## config.mk

```make
export PLATFORM = sky130hd
export DESIGN_NAME = bgp_gpio_port
export DESIGN_NICKNAME = d
export VERILOG_FILES = /design/src/hw/bgp_pkg.sv /design/src/hw/bgp_gpio_port.sv
export VERILOG_INCLUDE_DIRS = /design/src /design/src/hw
export SDC_FILE = /design/constraint.sdc
export NUM_CORES = 1
export LEC_CHECK = 0
export BUFFER_PORTS_ARGS = -buffer_cell sky130_fd_sc_hd__buf_2
export CORE_MARGIN = 2
export CORE_UTILIZATION = 35
export DETAILED_ROUTE_END_ITERATION = 12
export PLACE_DENSITY = 0.66
export SYNTH_ARGS = -nofsm -noshare
export SYNTH_HDL_FRONTEND = slang
export SYNTH_SLANG_ARGS = --single-unit
```

## constraint.sdc

```tcl
create_clock -name ref_clk -period 0.89 [get_ports ref_clk]
set_input_delay 0.0445 -clock ref_clk [delete_from_list [all_inputs] [get_ports ref_clk]]
set_output_delay 0.0445 -clock ref_clk [all_outputs]
set_load 0.01 [all_outputs]
```

## src/hw/bgp_consts.svh

```systemverilog
`ifndef BGP_CONSTS_SVH
`define BGP_CONSTS_SVH

// Configuration dword that holds the port (byte address)
`define BGP_GPIO_OFFSET   8'h64
// Number of general-purpose pins
`define BGP_PINS          4
// Field positions inside the dword
`define BGP_CLR_LSB       8
`define BGP_SET_LSB       12
`define BGP_OECLR_LSB     16
`define BGP_OESET_LSB     20
`define BGP_RSVD_LSB      24
`define BGP_IN_LSB        28
// Reset value of every nibble of state
`define BGP_NIB_RESET     4'h0
// Value returned by the reserved nibble and unowned lanes
`define BGP_RSVD_VALUE    4'h0
`define BGP_LANE_ZERO     8'h00

`endif

```

## src/hw/bgp_pkg.sv

```systemverilog
package bgp_pkg;

    // One bit per general-purpose pin
    typedef logic [3:0] bgp_nib_type;

    // Kind of configuration access seen this cycle
    typedef enum logic [1:0]
    {
        BGP_ACC_NONE  = 2'b00,
        BGP_ACC_WRITE = 2'b01,
        BGP_ACC_READ  = 2'b10
    } bgp_acc_type;

endpackage

```

## src/hw/bgp_gpio_port.sv

```systemverilog
`timescale 1ns/100ps
`include "bgp_consts.svh"

module bgp_gpio_port
(
    input  wire logic                ref_clk,    // PCI clock, 100 MHz
    input  wire logic                rst,        // Synchronous bridge reset, high
    input  wire logic [7:0]          cfg_addr,   // Configuration byte address
    input  wire logic [3:0]          cfg_be,     // Byte enables of the dword
    input  wire logic [31:0]         cfg_wdata,  // Configuration write data
    input  wire logic                cfg_wr,     // Pulse: write transaction completes
    input  wire logic                cfg_rd,     // Pulse: read request
    output logic      [31:0]         cfg_rdata,  // Read data, registered
    output logic                     cfg_rack,   // Pulse: read data valid
    input  wire logic [3:0]          gpio_in,    // Pin levels, asynchronous
    output logic      [3:0]          gpio_out,   // Pin output value
    output logic      [3:0]          gpio_oe     // Pin output enable, high drives
);

    // Extract one nibble of write data, zero when its lane is off
    function automatic bgp_pkg::bgp_nib_type field_wr
    (
        input logic [31:0] wdata,
        input logic [3:0]  be,
        input int          lsb
    );
        logic [1:0] lane;
        lane = 2'(lsb >> 3);
        field_wr = be[lane] ? wdata[lsb +: 4] : `BGP_NIB_RESET;
    endfunction

    // Tell whether a nibble's byte lane is written
    function automatic logic lane_on
    (
        input logic [3:0] be,
        input int         lsb
    );
        logic [1:0] lane;
        lane = 2'(lsb >> 3);
        lane_on = be[lane];
    endfunction

    // Address hit on the port dword
    logic                    hit;
    // Access kind this cycle
    bgp_pkg::bgp_acc_type    acc;
    // Nibbles carried by a write to the port
    bgp_pkg::bgp_nib_type    wr_clr;
    bgp_pkg::bgp_nib_type    wr_set;
    bgp_pkg::bgp_nib_type    wr_oeclr;
    bgp_pkg::bgp_nib_type    wr_oeset;
    // Output data and output enable state
    bgp_pkg::bgp_nib_type    data_q;
    bgp_pkg::bgp_nib_type    data_d;
    bgp_pkg::bgp_nib_type    oe_q;
    bgp_pkg::bgp_nib_type    oe_d;
    // Last values written to the four write-one fields
    bgp_pkg::bgp_nib_type    clr_last_q;
    bgp_pkg::bgp_nib_type    clr_last_d;
    bgp_pkg::bgp_nib_type    set_last_q;
    bgp_pkg::bgp_nib_type    set_last_d;
    bgp_pkg::bgp_nib_type    oeclr_last_q;
    bgp_pkg::bgp_nib_type    oeclr_last_d;
    bgp_pkg::bgp_nib_type    oeset_last_q;
    bgp_pkg::bgp_nib_type    oeset_last_d;
    // Pin synchroniser stages
    bgp_pkg::bgp_nib_type    sync1_q;
    bgp_pkg::bgp_nib_type    sync1_d;
    bgp_pkg::bgp_nib_type    in_q;
    bgp_pkg::bgp_nib_type    in_d;
    // Read answer
    logic [31:0]             rdata_q;
    logic [31:0]             rdata_d;
    logic                    rack_q;
    logic                    rack_d;
    // Port dword address as a sized constant, so its dword bits can be sliced
    localparam logic [7:0]   port_addr = `BGP_GPIO_OFFSET;

    // Decode the access and pull out the written nibbles
    always_comb
    begin
        hit = (cfg_addr[7:2] == port_addr[7:2]);
        if (cfg_wr && hit)
        begin
            acc = bgp_pkg::BGP_ACC_WRITE;
        end
        else if (cfg_rd)
        begin
            acc = bgp_pkg::BGP_ACC_READ;
        end
        else
        begin
            acc = bgp_pkg::BGP_ACC_NONE;
        end
        if (acc == bgp_pkg::BGP_ACC_WRITE)
        begin
            wr_clr   = field_wr(cfg_wdata, cfg_be, `BGP_CLR_LSB);
            wr_set   = field_wr(cfg_wdata, cfg_be, `BGP_SET_LSB);
            wr_oeclr = field_wr(cfg_wdata, cfg_be, `BGP_OECLR_LSB);
            wr_oeset = field_wr(cfg_wdata, cfg_be, `BGP_OESET_LSB);
        end
        else
        begin
            wr_clr   = `BGP_NIB_RESET;
            wr_set   = `BGP_NIB_RESET;
            wr_oeclr = `BGP_NIB_RESET;
            wr_oeset = `BGP_NIB_RESET;
        end
    end

    // Next output data and direction; set wins over clear on one bit
    always_comb
    begin
        data_d = (data_q & ~wr_clr) | wr_set;
        oe_d = (oe_q & ~wr_oeclr) | wr_oeset;
        if (rst)
        begin
            data_d = `BGP_NIB_RESET;
            oe_d   = `BGP_NIB_RESET;
        end
    end

    // Register data and direction
    always_ff @(posedge ref_clk)
    begin
        data_q <= data_d;
        oe_q   <= oe_d;
    end

    // Remember the last nibble written to each write-one field
    always_comb
    begin
        clr_last_d   = clr_last_q;
        set_last_d   = set_last_q;
        oeclr_last_d = oeclr_last_q;
        oeset_last_d = oeset_last_q;
        if (rst)
        begin
            clr_last_d   = `BGP_NIB_RESET;
            set_last_d   = `BGP_NIB_RESET;
            oeclr_last_d = `BGP_NIB_RESET;
            oeset_last_d = `BGP_NIB_RESET;
        end
        else if (acc == bgp_pkg::BGP_ACC_WRITE)
        begin
            if (lane_on(cfg_be, `BGP_CLR_LSB))
            begin
                clr_last_d = wr_clr;
                set_last_d = wr_set;
            end
            if (lane_on(cfg_be, `BGP_OECLR_LSB))
            begin
                oeclr_last_d = wr_oeclr;
                oeset_last_d = wr_oeset;
            end
        end
    end

    // Register the readback nibbles
    always_ff @(posedge ref_clk)
    begin
        clr_last_q   <= clr_last_d;
        set_last_q   <= set_last_d;
        oeclr_last_q <= oeclr_last_d;
        oeset_last_q <= oeset_last_d;
    end

    // Two-stage pin synchroniser; only the second stage is read
    always_comb
    begin
        sync1_d = rst ? `BGP_NIB_RESET : gpio_in;
        in_d    = rst ? `BGP_NIB_RESET : sync1_q;
    end

    // Register the synchroniser
    always_ff @(posedge ref_clk)
    begin
        sync1_q <= sync1_d;
        in_q    <= in_d;
    end

    // Build the read answer; other dwords read as zero
    always_comb
    begin
        rdata_d = 32'h0000_0000;
        rack_d  = 1'b0;
        if (!rst && acc == bgp_pkg::BGP_ACC_READ)
        begin
            rack_d = 1'b1;
            if (hit)
            begin
                rdata_d = {in_q, `BGP_RSVD_VALUE, oeset_last_q, oeclr_last_q,
                           set_last_q, clr_last_q, `BGP_LANE_ZERO};
            end
        end
    end

    // Register the read answer
    always_ff @(posedge ref_clk)
    begin
        rdata_q <= rdata_d;
        rack_q  <= rack_d;
    end

    // Pin drive comes straight from flops
    always_comb
    begin
        cfg_rdata = rdata_q;
        cfg_rack  = rack_q;
        gpio_out  = data_q;
        gpio_oe   = oe_q;
    end
endmodule

```

# Yosys cells after proc, flatten, opt, wreduce, memory -nomap -nowiden
# Cells that the tools add are included.
word_totals:
  input_bits: 52
  regBits: 65
  out_inout_bits: 41
  wordCells: 37
classes:
  muxes: 11
  n_reduce_logical: 6
  n_bitwise: 6
  eq_ne: 3
op_table:
  columns: ["op", "count"]
  rows:
  - ["$mux W4", 8]
  - ["$and A4 B4 Y4", 2]
  - ["$not A4 Y4", 2]
  - ["$or A4 B4 Y4", 2]
  - ["$eq A6 B5 Y1 const B", 1]
  - ["$reduce_and A2 Y1", 3]
  - ["$mux W2", 2]
  - ["$eq A2 B1 Y1 const B", 1]
  - ["$eq A2 B2 Y1 const B", 1]
  - ["$logic_and A1 B1 Y1", 2]
  - ["$logic_not A1 Y1", 1]
  - ["$mux W1", 1]

# Logic depth before layout (Yosys ltp)
# Gate-level depths: netlist of the first run.
logic_depth:
  depth_word: 8
  mapped_depth: 5
  depth_no_buf: 3

# Least setup slack after synthesis of the first run
# Ideal clock, no wire load.
synth_timing:
  path_kind: "input to register"
  start: "input port cfg_addr[7]"
  end: "register rdata_q[10] (netlist: cfg_rdata[10])"
  required_ps: 775
  path_stages: 5
  path_slack_ps: -53
  setup_ps: 115
  arrival_time_ps: 829
  n_path_buf: 2
  cell_sequence: "and4bb_1 > buf_4 > and4b_4 > buf_6 > and2_1"
synth_via:
  elab_chain_len: 6
synth_rtl:
  columns: ["item", "line", "source"]
  rows:
  - ["start, declared", "bgp_gpio_port.sv:8", "input wire logic [7:0] cfg_addr,"]
  - ["$eq A6 B5 Y1 (*)", "bgp_gpio_port.sv:82", "hit = (cfg_addr[7:2] == port_addr[7:2]);"]
  - ["$logic_and A1 B1 Y1", "bgp_gpio_port.sv:83", "if (cfg_wr && hit)"]
  - ["$mux W2", "bgp_gpio_port.sv:83", null]
  - ["$eq A2 B2 Y1", "bgp_gpio_port.sv:187", "if (!rst && acc == bgp_pkg::BGP_ACC_READ)"]
  - ["$logic_and A1 B1 Y1", "bgp_gpio_port.sv:187", null]
  - ["$reduce_and A2 Y1 (no line) (*)", null, null]
  - ["end signal, assigned", "bgp_gpio_port.sv:201", "rdata_q <= rdata_d;"]
  - ["end, declared", "bgp_gpio_port.sv:72", "logic [31:0] rdata_q;"]
# Every way passes the cells marked *; elsewhere a longest branch is shown, timed or not.
# A chain may end at the register's enable or synchronous reset.

# Final worst setup path of the first run
layout_timing:
  start: "register oe_q[1] (netlist: gpio_oe[1])"
  end: "output port gpio_oe[1]"
layout_lines:
  columns: ["item", "line", "source"]
  rows:
  - ["start, declared", "bgp_gpio_port.sv:55", "bgp_pkg::bgp_nib_type oe_q;"]
  - ["start signal, assigned", "bgp_gpio_port.sv:127", "oe_q <= oe_d;"]
  - ["end, declared", "bgp_gpio_port.sv:17", "output logic [3:0] gpio_oe"]
# No word-level cell between the ends.

==> results of run 1 <==
[cells by family after synthesis]
logic type	count (synthesis)
AO/OA/AOI/OAI	40
buffers and inverters	23
flip-flops	53
other	1
AND/OR/NAND/NOR	62
[sequential cells by signal, summed over array words and instances, names as in the netlist]
name          flops
cfg_rack          1
cfg_rdata        20
clr_last_q        4
gpio_oe           4
gpio_out          4
in_q              4
oeclr_last_q      4
oeset_last_q      4
set_last_q        4
sync1_q           4
[metrics by stage]
stage	cell area [um2]	hold WS [ps]	instances	TNS, ps	util
6_report	2310	13.3	317	0	0.452
5_1_grt	2310	2.37	317	0	0.452
4_1_cts	2310	6.39	317	0	0.452
3_5_place_dp	2190	266	305	-5270	0.429
3_3_place_gp	2190	256	305	-4390	0.429
2_1_floorplan	1900	173	190	-592	-
[layout make-up]
class                           instances  area [um2]  area share
Sequential cell                        53        1060       0.459
Tap cell                               70        87.6      0.0379
Timing Repair Buffer                   72         400       0.173
Multi-Input combinational cell        114         681       0.295
Clock buffer                            8        80.1      0.0347
[cells in the final DEF (no fill, tap or decap), types with 8 or more instances in the layout]
master	count
buf_4	8
and2_1	20
nand3_1	16
conb_1	12
a21oi_1	16
nor2b_1	16
buf_2	60
dfxtp_1	53
o21ai_0	16
o2bb2ai_1	8
[final timing paths]
path	from	to	slack, ps
min reg2reg	in_q[3]$_SDFF_PP0_	cfg_rdata[31]$_SDFF_PN0_	430
max	gpio_oe[1]$_SDFF_PP0_	gpio_oe[1]	60
max reg2reg	gpio_oe[1]$_SDFF_PP0_	gpio_oe[1]$_SDFF_PP0_	180
min	cfg_rd	cfg_rack$_DFF_P_	10
[power groups by stage]
stage	clock network, uW	registers [uW]	logic [uW]
floorplan	0	2450	132
global placement	0	2450	198
detailed placement	0	2450	200
CTS	1280	2390	214
global route	1370	2400	237
finish	1250	2390	212
[layer usage]
layer | GRT usage | up-vias | wire length, um
met3 | 0.0376 | 6 | 237
met5 | 0 | - | 0
met1 | 0.152 | 613 | 1600
met2 | 0.214 | 42 | 1710
li1 | - | 722 | -
met4 | 0.0673 | 0 | 74
==> impl_metrics.toml, run 1 <==
[place]
pre_cts_slack_ps = -184
io_buffers = 60
gp_congestion = 0.769
dp_hpwl_mm = 2.55

[synth]
synthAdderAreaFrac = 0
synth_top_family_by_area = "simple AND/OR/NAND/NOR gates"
synth_edf_count = 0
synth_top_area_cell = "dfxtp_1"
synthArstFlopShare = 0
yosysTopAreaCellShare = 0.571
synthSimpleGateAreaFrac = 0.218
synth.most_common_cell = "dfxtp_1"
synth_flop_cell = "dfxtp_1"
synth-compound-area-share = 0.124
syn_area_um2 = 1860
synth_xor_xnor_area_share = 0
synth_common_cells = "dfxtp_1 (53), and2_1 (20)"
yosys_warnings = 0
synth_area_leaders = "dfxtp_1 (57%), and2_1 (6.7%), buf_4 (5.7%)"
syn_inst = 179
syn_avg_cell_area_um2 = 10.4
synth.distinct_cells = 18
synthMuxAreaShare = 0
synth_seq_cells = 53
ys_seq_area_frac = 0.571

[floorplanning]
core-area_um2 = 5110
start_util = 0.364
io_pins = 93
die-area_um2 = 5910
die_w_um = 76.9
rows = 26
die_height_um = 76.9

[critical_path]
max_stage_delay_ps = 350
cp_num_buf_inv = 1
critPathKind = "flop to output port"
crit_family = "flip-flops"
crit_slowest_cell = "dfxtp_1"
worstPathRequired_ps = 850
critPathArrivalTime_ps = 780
r2r_cells = 2
worstPathMaxFanout = 2
cp-start-kind = "flop"
path_cells = "buf_2"
end_kind = "output port"
crit_cells = 1

[sta]
grt_setup_unrepaired = "no"
setup_viol = 0
period_share = 0.929
setup_slack_ps = 62.8
skew_ps = 4.87
min_period_ps = 827
final_hold_viol_count = 0
fmax_mhz = 1210
drv_slew = 0

[route]
drtPass1Iterations = 4
postRouteAntennaNets = 0
drt_iter0_drc = 72
wl_per_cell_um = 11.4
avgViaCountPerCell = 4.36
drc = 0
wl_mm = 3.62
vias = 1383

[clock_tree]
htree_levels = 2
cts_sinks = 53
cts_root_buffer = "clkbuf_8"
clk_path_buf_depth = 2
numCtsBuffers = 5
post_cts_buffers = 0
clkSlewWorstSetupHoldPaths_ps = 80
cts_tree = "done"
postCtsResizedCells = 0
insertion_delay_ps = 300
postCtsHoldBufs = 4

[finish]
area_delta_synth_final_pct = 24.3
insertedDiodeCount = 0
nets = 298
fill_cells = 511
drive_gt1_frac = 0.300

[pwr]
switching_share = 0.210
power_density_nw_per_um2 = 1670
leakage_uw = 0.00102
pwr-share-comb = 0.055
p_sw_uw = 809
p_int_uw = 3050
total_power_uw = 3860
max-vdd-ir-drop_v = 0.000540
power.clock.fraction = 0.324
seqPwrFrac = 0.621

[global_routing]
gr-usage-all-layers = 0.129
grt_pass1_vias = 1309
grt_overflow = 0
grt_max_degree = 42
antenna_found_initial = 0
grt_pass1_wl_mm = 6.00

[job]
cap_viol_max_count = 0

[worst_hold_path]
hold_class = "input port to flop"
whs_path_depth = 2

[status]
status = "completed"
(Power assumes the default switching activity.)
==> run 2, diff against run 1 <==
Settings changed: ABC_AREA set to 1, PLACE_DENSITY 0.66 to not set, PLACE_DENSITY_LB_ADDON set to 0.1, SLEW_MARGIN set to 20.
==> run 2 against run 1 <==
Compared with the run above: die area rose by 7.2%; sequential share of layout area shrank 4.2 points; non-clock buffer count grew 7; sequential power about the same; critical path depth is the same; critical endpoint unchanged; power rose by 4.2%; count of clock-buffer cells in the layout shrank 2; cell count increased by 23%; flip-flop and latch count did not move; maximum frequency shrank 0.94%; hold slack improved by 38 ps; via count up 18%.
==> impl_metrics.toml, run 2 <==
[status]
status = "completed"

[synth]
synth_seq_cells = 53
synth_edf_count = 0
synth_top_area_cell = "dfxtp_1"
syn_inst = 245
synthArstFlopShare = 0
ys_seq_area_frac = 0.531
yosysTopAreaCellShare = 0.531
yosys_warnings = 0
synth_common_cells = "dfxtp_1 (53), inv_1 (47), nand2_1 (43), a21oi_1 (24), nor2_1 (18)"
syn_area_um2 = 2000
synth.distinct_cells = 14
synth_area_leaders = "dfxtp_1 (53%), inv_1 (8.8%), nand2_1 (8.1%)"
synth_flop_cell = "dfxtp_1"
syn_avg_cell_area_um2 = 8.16
synth.most_common_cell = "dfxtp_1"

[finish]
drive_gt1_frac = 0.312
layoutNonFillerInstCount = 389
nets = 368
insertedDiodeCount = 0
area_delta_synth_final_pct = 27.3
final_cell_mix = "buf_2 (60), dfxtp_1 (52), inv_1 (47)"
fin_area_um2 = 2550
layout_commonest_cell = "buf_2"
fill_cells = 569
largest_reg_flops = 20

[floorplanning]
core-area_um2 = 5510
die_w_um = 79.6
die_height_um = 79.6
die-area_um2 = 6330
rows = 27
start_util = 0.363
io_pins = 93

[sta]
setup-tns-final_ps = 0
grt_setup_unrepaired = "no"
drv_slew = 0
final_hold_viol_count = 0
setup_viol = 0
skew_ps = 3.76
period_share = 0.938
fmax_mhz = 1200
min_period_ps = 835

[job]
cap_viol_max_count = 0

[route]
vias = 1631
wl_met3_um = 240
avgViaCountPerCell = 4.19
wl_mm = 4.00
wl_met1_mm = 1.82
drc = 0
dr_wl_met2_mm = 1.89
highest_layer = "met4"
postRouteAntennaNets = 0
drt_iter0_drc = 68
wl_per_cell_um = 10.3
drtPass1Iterations = 4

[worst_hold_path]
holdPathEnd = "cfg_rack$_DFF_P_"
hp-start = "rst"
hold_class = "input port to flop"
whs_path_depth = 4

[global_routing]
grt_overflow = 0
antenna_found_initial = 0
grt_pass1_wl_mm = 6.69
grt_pass1_vias = 1525
gr-usage-all-layers = 0.135
grt_max_degree = 33

[pwr]
leakage_uw = 0.00122
p_int_uw = 3080
p_sw_uw = 940
max-vdd-ir-drop_v = 0.000560
switching_share = 0.234
pwr-share-comb = 0.073
seqPwrFrac = 0.597
total_power_uw = 4020
power.clock.fraction = 0.331
power_density_nw_per_um2 = 1580

[clock_tree]
htree_levels = 2
post_cts_buffers = 0
clk_path_buf_depth = 2
insertion_delay_ps = 300
clkSlewWorstSetupHoldPaths_ps = 90
cts_tree = "done"
cts_sinks = 53
numCtsBuffers = 5
cts_root_buffer = "clkbuf_8"

[critical_path]
crit_family = "flip-flops"
path_cells = "buf_2"
r2r_slack_ps = 290
worstPathRequired_ps = 850
critPathArrivalTime_ps = 790
end_kind = "output port"
cp_num_buf_inv = 1
r2r_start = "gpio_oe[1]$_SDFF_PP0_"
worstPathMaxFanout = 2
critPathKind = "flop to output port"
r2r_end = "gpio_oe[1]$_SDFF_PP0_"
max_stage_delay_ps = 350
crit_slowest_cell = "dfxtp_1"
r2r_cells = 2
cp-start-kind = "flop"

[place]
dpl_cell_area_um2 = 2400
dpl.cell_count = 377
gp_congestion = 0.772
io_buffers = 60
dp_hpwl_mm = 2.93
## run 2: changes by cell type in the layout (fill, tap and decap cells not counted), sizes merged, moves of 15 or more
cell,before,now
nor2,0,31
nand4,0,19
nor2b,16,0
and2,20,0
nand2,0,43
nand3,16,1
inv,0,48
o21ai,16,0
## run 2: worst max path at each step
stage,startpoint,to,slack [ps],cells after the start
floorplan,cfg_addr[3],gpio_out[1]$_SDFF_PP0_,70,8
global placement,cfg_addr[3],cfg_rdata[9]$_SDFF_PN0_,-240,8
detailed placement,cfg_addr[3],oeset_last_q[0]$_SDFFE_PP0P_,-240,8
CTS,gpio_out[3]$_SDFF_PP0_,gpio_out[3],30,1
global route,gpio_oe[1]$_SDFF_PP0_,gpio_oe[1],10,1
finish,gpio_oe[1]$_SDFF_PP0_,gpio_oe[1],50,1
## run 2: kinds of logic after synthesis
group	after synthesis	share of synthesized area
AO/OA/AOI/OAI	24	0.0601
buffers and inverters	73	0.181
flip-flops	53	0.531
other	1	0.00188
AND/OR/NAND/NOR	94	0.227
## run 2: power groups by stage
stage / combinational (uW) / clock (uW) / sequential (uW)
global placement: 269 / 0 / 2450
CTS: 285 / 1390 / 2400
floorplan: 191 / 0 / 2450
finish: 292 / 1330 / 2400
global route: 330 / 1500 / 2400
detailed placement: 271 / 0 / 2450
## run 2: final cells by class
class / count / area, um2 / area share
Clock buffer: 6 / 72.6 / 0.0285
Clock inverter: 2 / 13.8 / 0.00541
Inverter: 47 / 176 / 0.0693
Multi-Input combinational cell: 130 / 641 / 0.252
Sequential cell: 53 / 1060 / 0.417
Tap cell: 72 / 90.1 / 0.0354
Timing Repair Buffer: 79 / 490 / 0.193
## run 2: what timing repair did
action,CTS,global route
endpoints found under the hold margin,4,0
gates resized for setup,0,4
hold buffers,4,0
setup endpoints to repair,0,18
## run 2: routing by layer
layer	vias to the layer above	GRT usage
met5	-	0
met4	0	0.0431
met3	6	0.0407
met2	42	0.226
met1	722	0.166
li1	861	-
## run 2: through the flow
stage | utilization | hold WS [ps] | setup WS (ps)
floorplan | - | 151 | 71.5
global placement | 0.435 | 245 | -237
detailed placement | 0.435 | 251 | -243
CTS | 0.458 | 52.8 | 26.0
global route | 0.462 | 68.2 | 14.0
finish | 0.462 | 51.6 | 54.9
==> run 3, diff against run 2 <==
Settings changed: REMOVE_ABC_BUFFERS set to 1.
==> run 3 against run 2 <==
Compared with the run above: via count is 2.4% lower; die area stayed put; global-route usage is 0.78 points lower; largest cell class unchanged; cell count is 0.77% lower; routed wire length is 2.1% lower; sequential power about the same; flip-flop and latch count is the same; clock power is 4% higher; critical path depth stayed put; largest power group unchanged; setup slack got worse by 11 ps.
==> impl_metrics.toml, run 3 (synthesized netlist as in run 2, its figures left out) <==
[global_routing]
grt_max_degree = 33
antenna_found_initial = 0
gr-usage-all-layers = 0.128
grt_overflow = 0
grt_pass1_vias = 1437
grt_pass1_wl_mm = 6.31

[clock_tree]
insertion_delay_ps = 290
clkSlewWorstSetupHoldPaths_ps = 90
cts_root_buffer = "clkbuf_8"
cts_tree = "done"
htree_levels = 2
clk_path_buf_depth = 2
cts_sinks = 53
numCtsBuffers = 5

[sta]
drv_slew = 0
hold_ws_ps = 40.4
final_hold_viol_count = 0
setup_viol = 0
period_share = 0.951
min_period_ps = 846
fmax_mhz = 1180
skew_ps = 1.40
grt_setup_unrepaired = "no"

[finish]
nets = 365
layoutNonFillerInstCount = 386
layout_commonest_cell = "buf_2"
final_core_util = 0.454
area_delta_synth_final_pct = 25.2
insertedDiodeCount = 0
largest_reg_flops = 20
final_cell_mix = "buf_2 (60), dfxtp_1 (53), inv_1 (47)"
fin_area_um2 = 2500
drive_gt1_frac = 0.306

[critical_path]
path_cells = "buf_2"
worstPathMaxFanout = 2
critPathKind = "flop to output port"
crit_slowest_cell = "dfxtp_1"
critPathArrivalTime_ps = 800
max_stage_delay_ps = 370
cp_num_buf_inv = 1
worstPathRequired_ps = 850
end_kind = "output port"
crit_family = "flip-flops"
cp-start-kind = "flop"

[route]
drtPass1Iterations = 4
vias = 1592
wl_per_cell_um = 10.1
drc = 0
wl_mm = 3.91
postRouteAntennaNets = 0
avgViaCountPerCell = 4.12
drt_iter0_drc = 55

[place]
io_buffers = 60
dpl.cell_count = 374
dp_hpwl_mm = 2.86
gp_congestion = 0.785
dpl_cell_area_um2 = 2350

[floorplanning]
die_w_um = 79.6
core-area_um2 = 5510
die_height_um = 79.6
io_pins = 93
rows = 27
start_util = 0.363
die-area_um2 = 6330

[status]
status = "completed"

[pwr]
total_power_uw = 4060
power_density_nw_per_um2 = 1620
max-vdd-ir-drop_v = 0.000664
leakage_uw = 0.00120

[worst_hold_path]
hold_class = "input port to flop"

[job]
cap_viol_max_count = 0
## run 3: changes by cell type in the layout (fill, tap and decap cells not counted)
cell      previous run  this run
buf_12               3         1
buf_4               12        11
clkbuf_1             1         0
clkbuf_8             5         6
clkinv_4             0         1
dfxtp_1             52        53
dfxtp_2              1         0
inv_6                1         0
nor2_2              12        13
nor2_4               1         0
## run 3: routing by layer
metal | wire length [um] | track usage
met2 | 1800 | 0.207
met1 | 1840 | 0.162
met5 | 0 | 0
met3 | 238 | 0.0351
met4 | 34 | 0.0466
## run 3: path summary, 6_finish.rpt
| kind | from | end | slack (ps) | cells after the start |
|---|---|---|---|---|
| worst max-delay path | gpio_out[1]$_SDFF_PP0_ | gpio_out[1] | 40 | 1 |
| worst min-delay path | rst | cfg_rack$_DFF_P_ | 40 | 4 |
| worst max register to register | gpio_out[1]$_SDFF_PP0_ | gpio_out[1]$_SDFF_PP0_ | 280 | 2 |
| worst min register to register | sync1_q[1]$_SDFF_PP0_ | in_q[1]$_SDFF_PP0_ | 410 | 2 |
## run 3: per-stage QoR
stage	worst slack, ps	TNS (ps)
finish	43.8	0
detailed placement	-243	-6760
floorplan	-469	-13810
CTS	38.4	0
global placement	-239	-6460
global route	15.9	0
## run 3: final cells by class
| type | count | area, um2 |
|---|---|---|
| fillers | 562 | 3000 |
| flip-flops and latches | 53 | 1060 |
| multi-input cells | 130 | 636 |
| repair buffers | 76 | 443 |
| inverters | 47 | 176 |
| well taps | 72 | 90.1 |
| clock buffers | 6 | 82.6 |
| clock inverters | 2 | 13.8 |
## run 3: report_power, final
| part | switching, uW | internal [uW] |
|---|---|---|
| Combinational | 164 | 118 |
| Clock | 749 | 632 |
| Sequential | 6.20 | 2390 |
| Total | 919 | 3140 |
## run 3: repair_timing
action / 4_1_cts / 5_1_grt
buffers inserted: 0 / 0
resized for setup: 0 / 2
setup endpoints to repair: 0 / 15
endpoints found under the hold margin: 4 / 0
hold buffers: 4 / 0
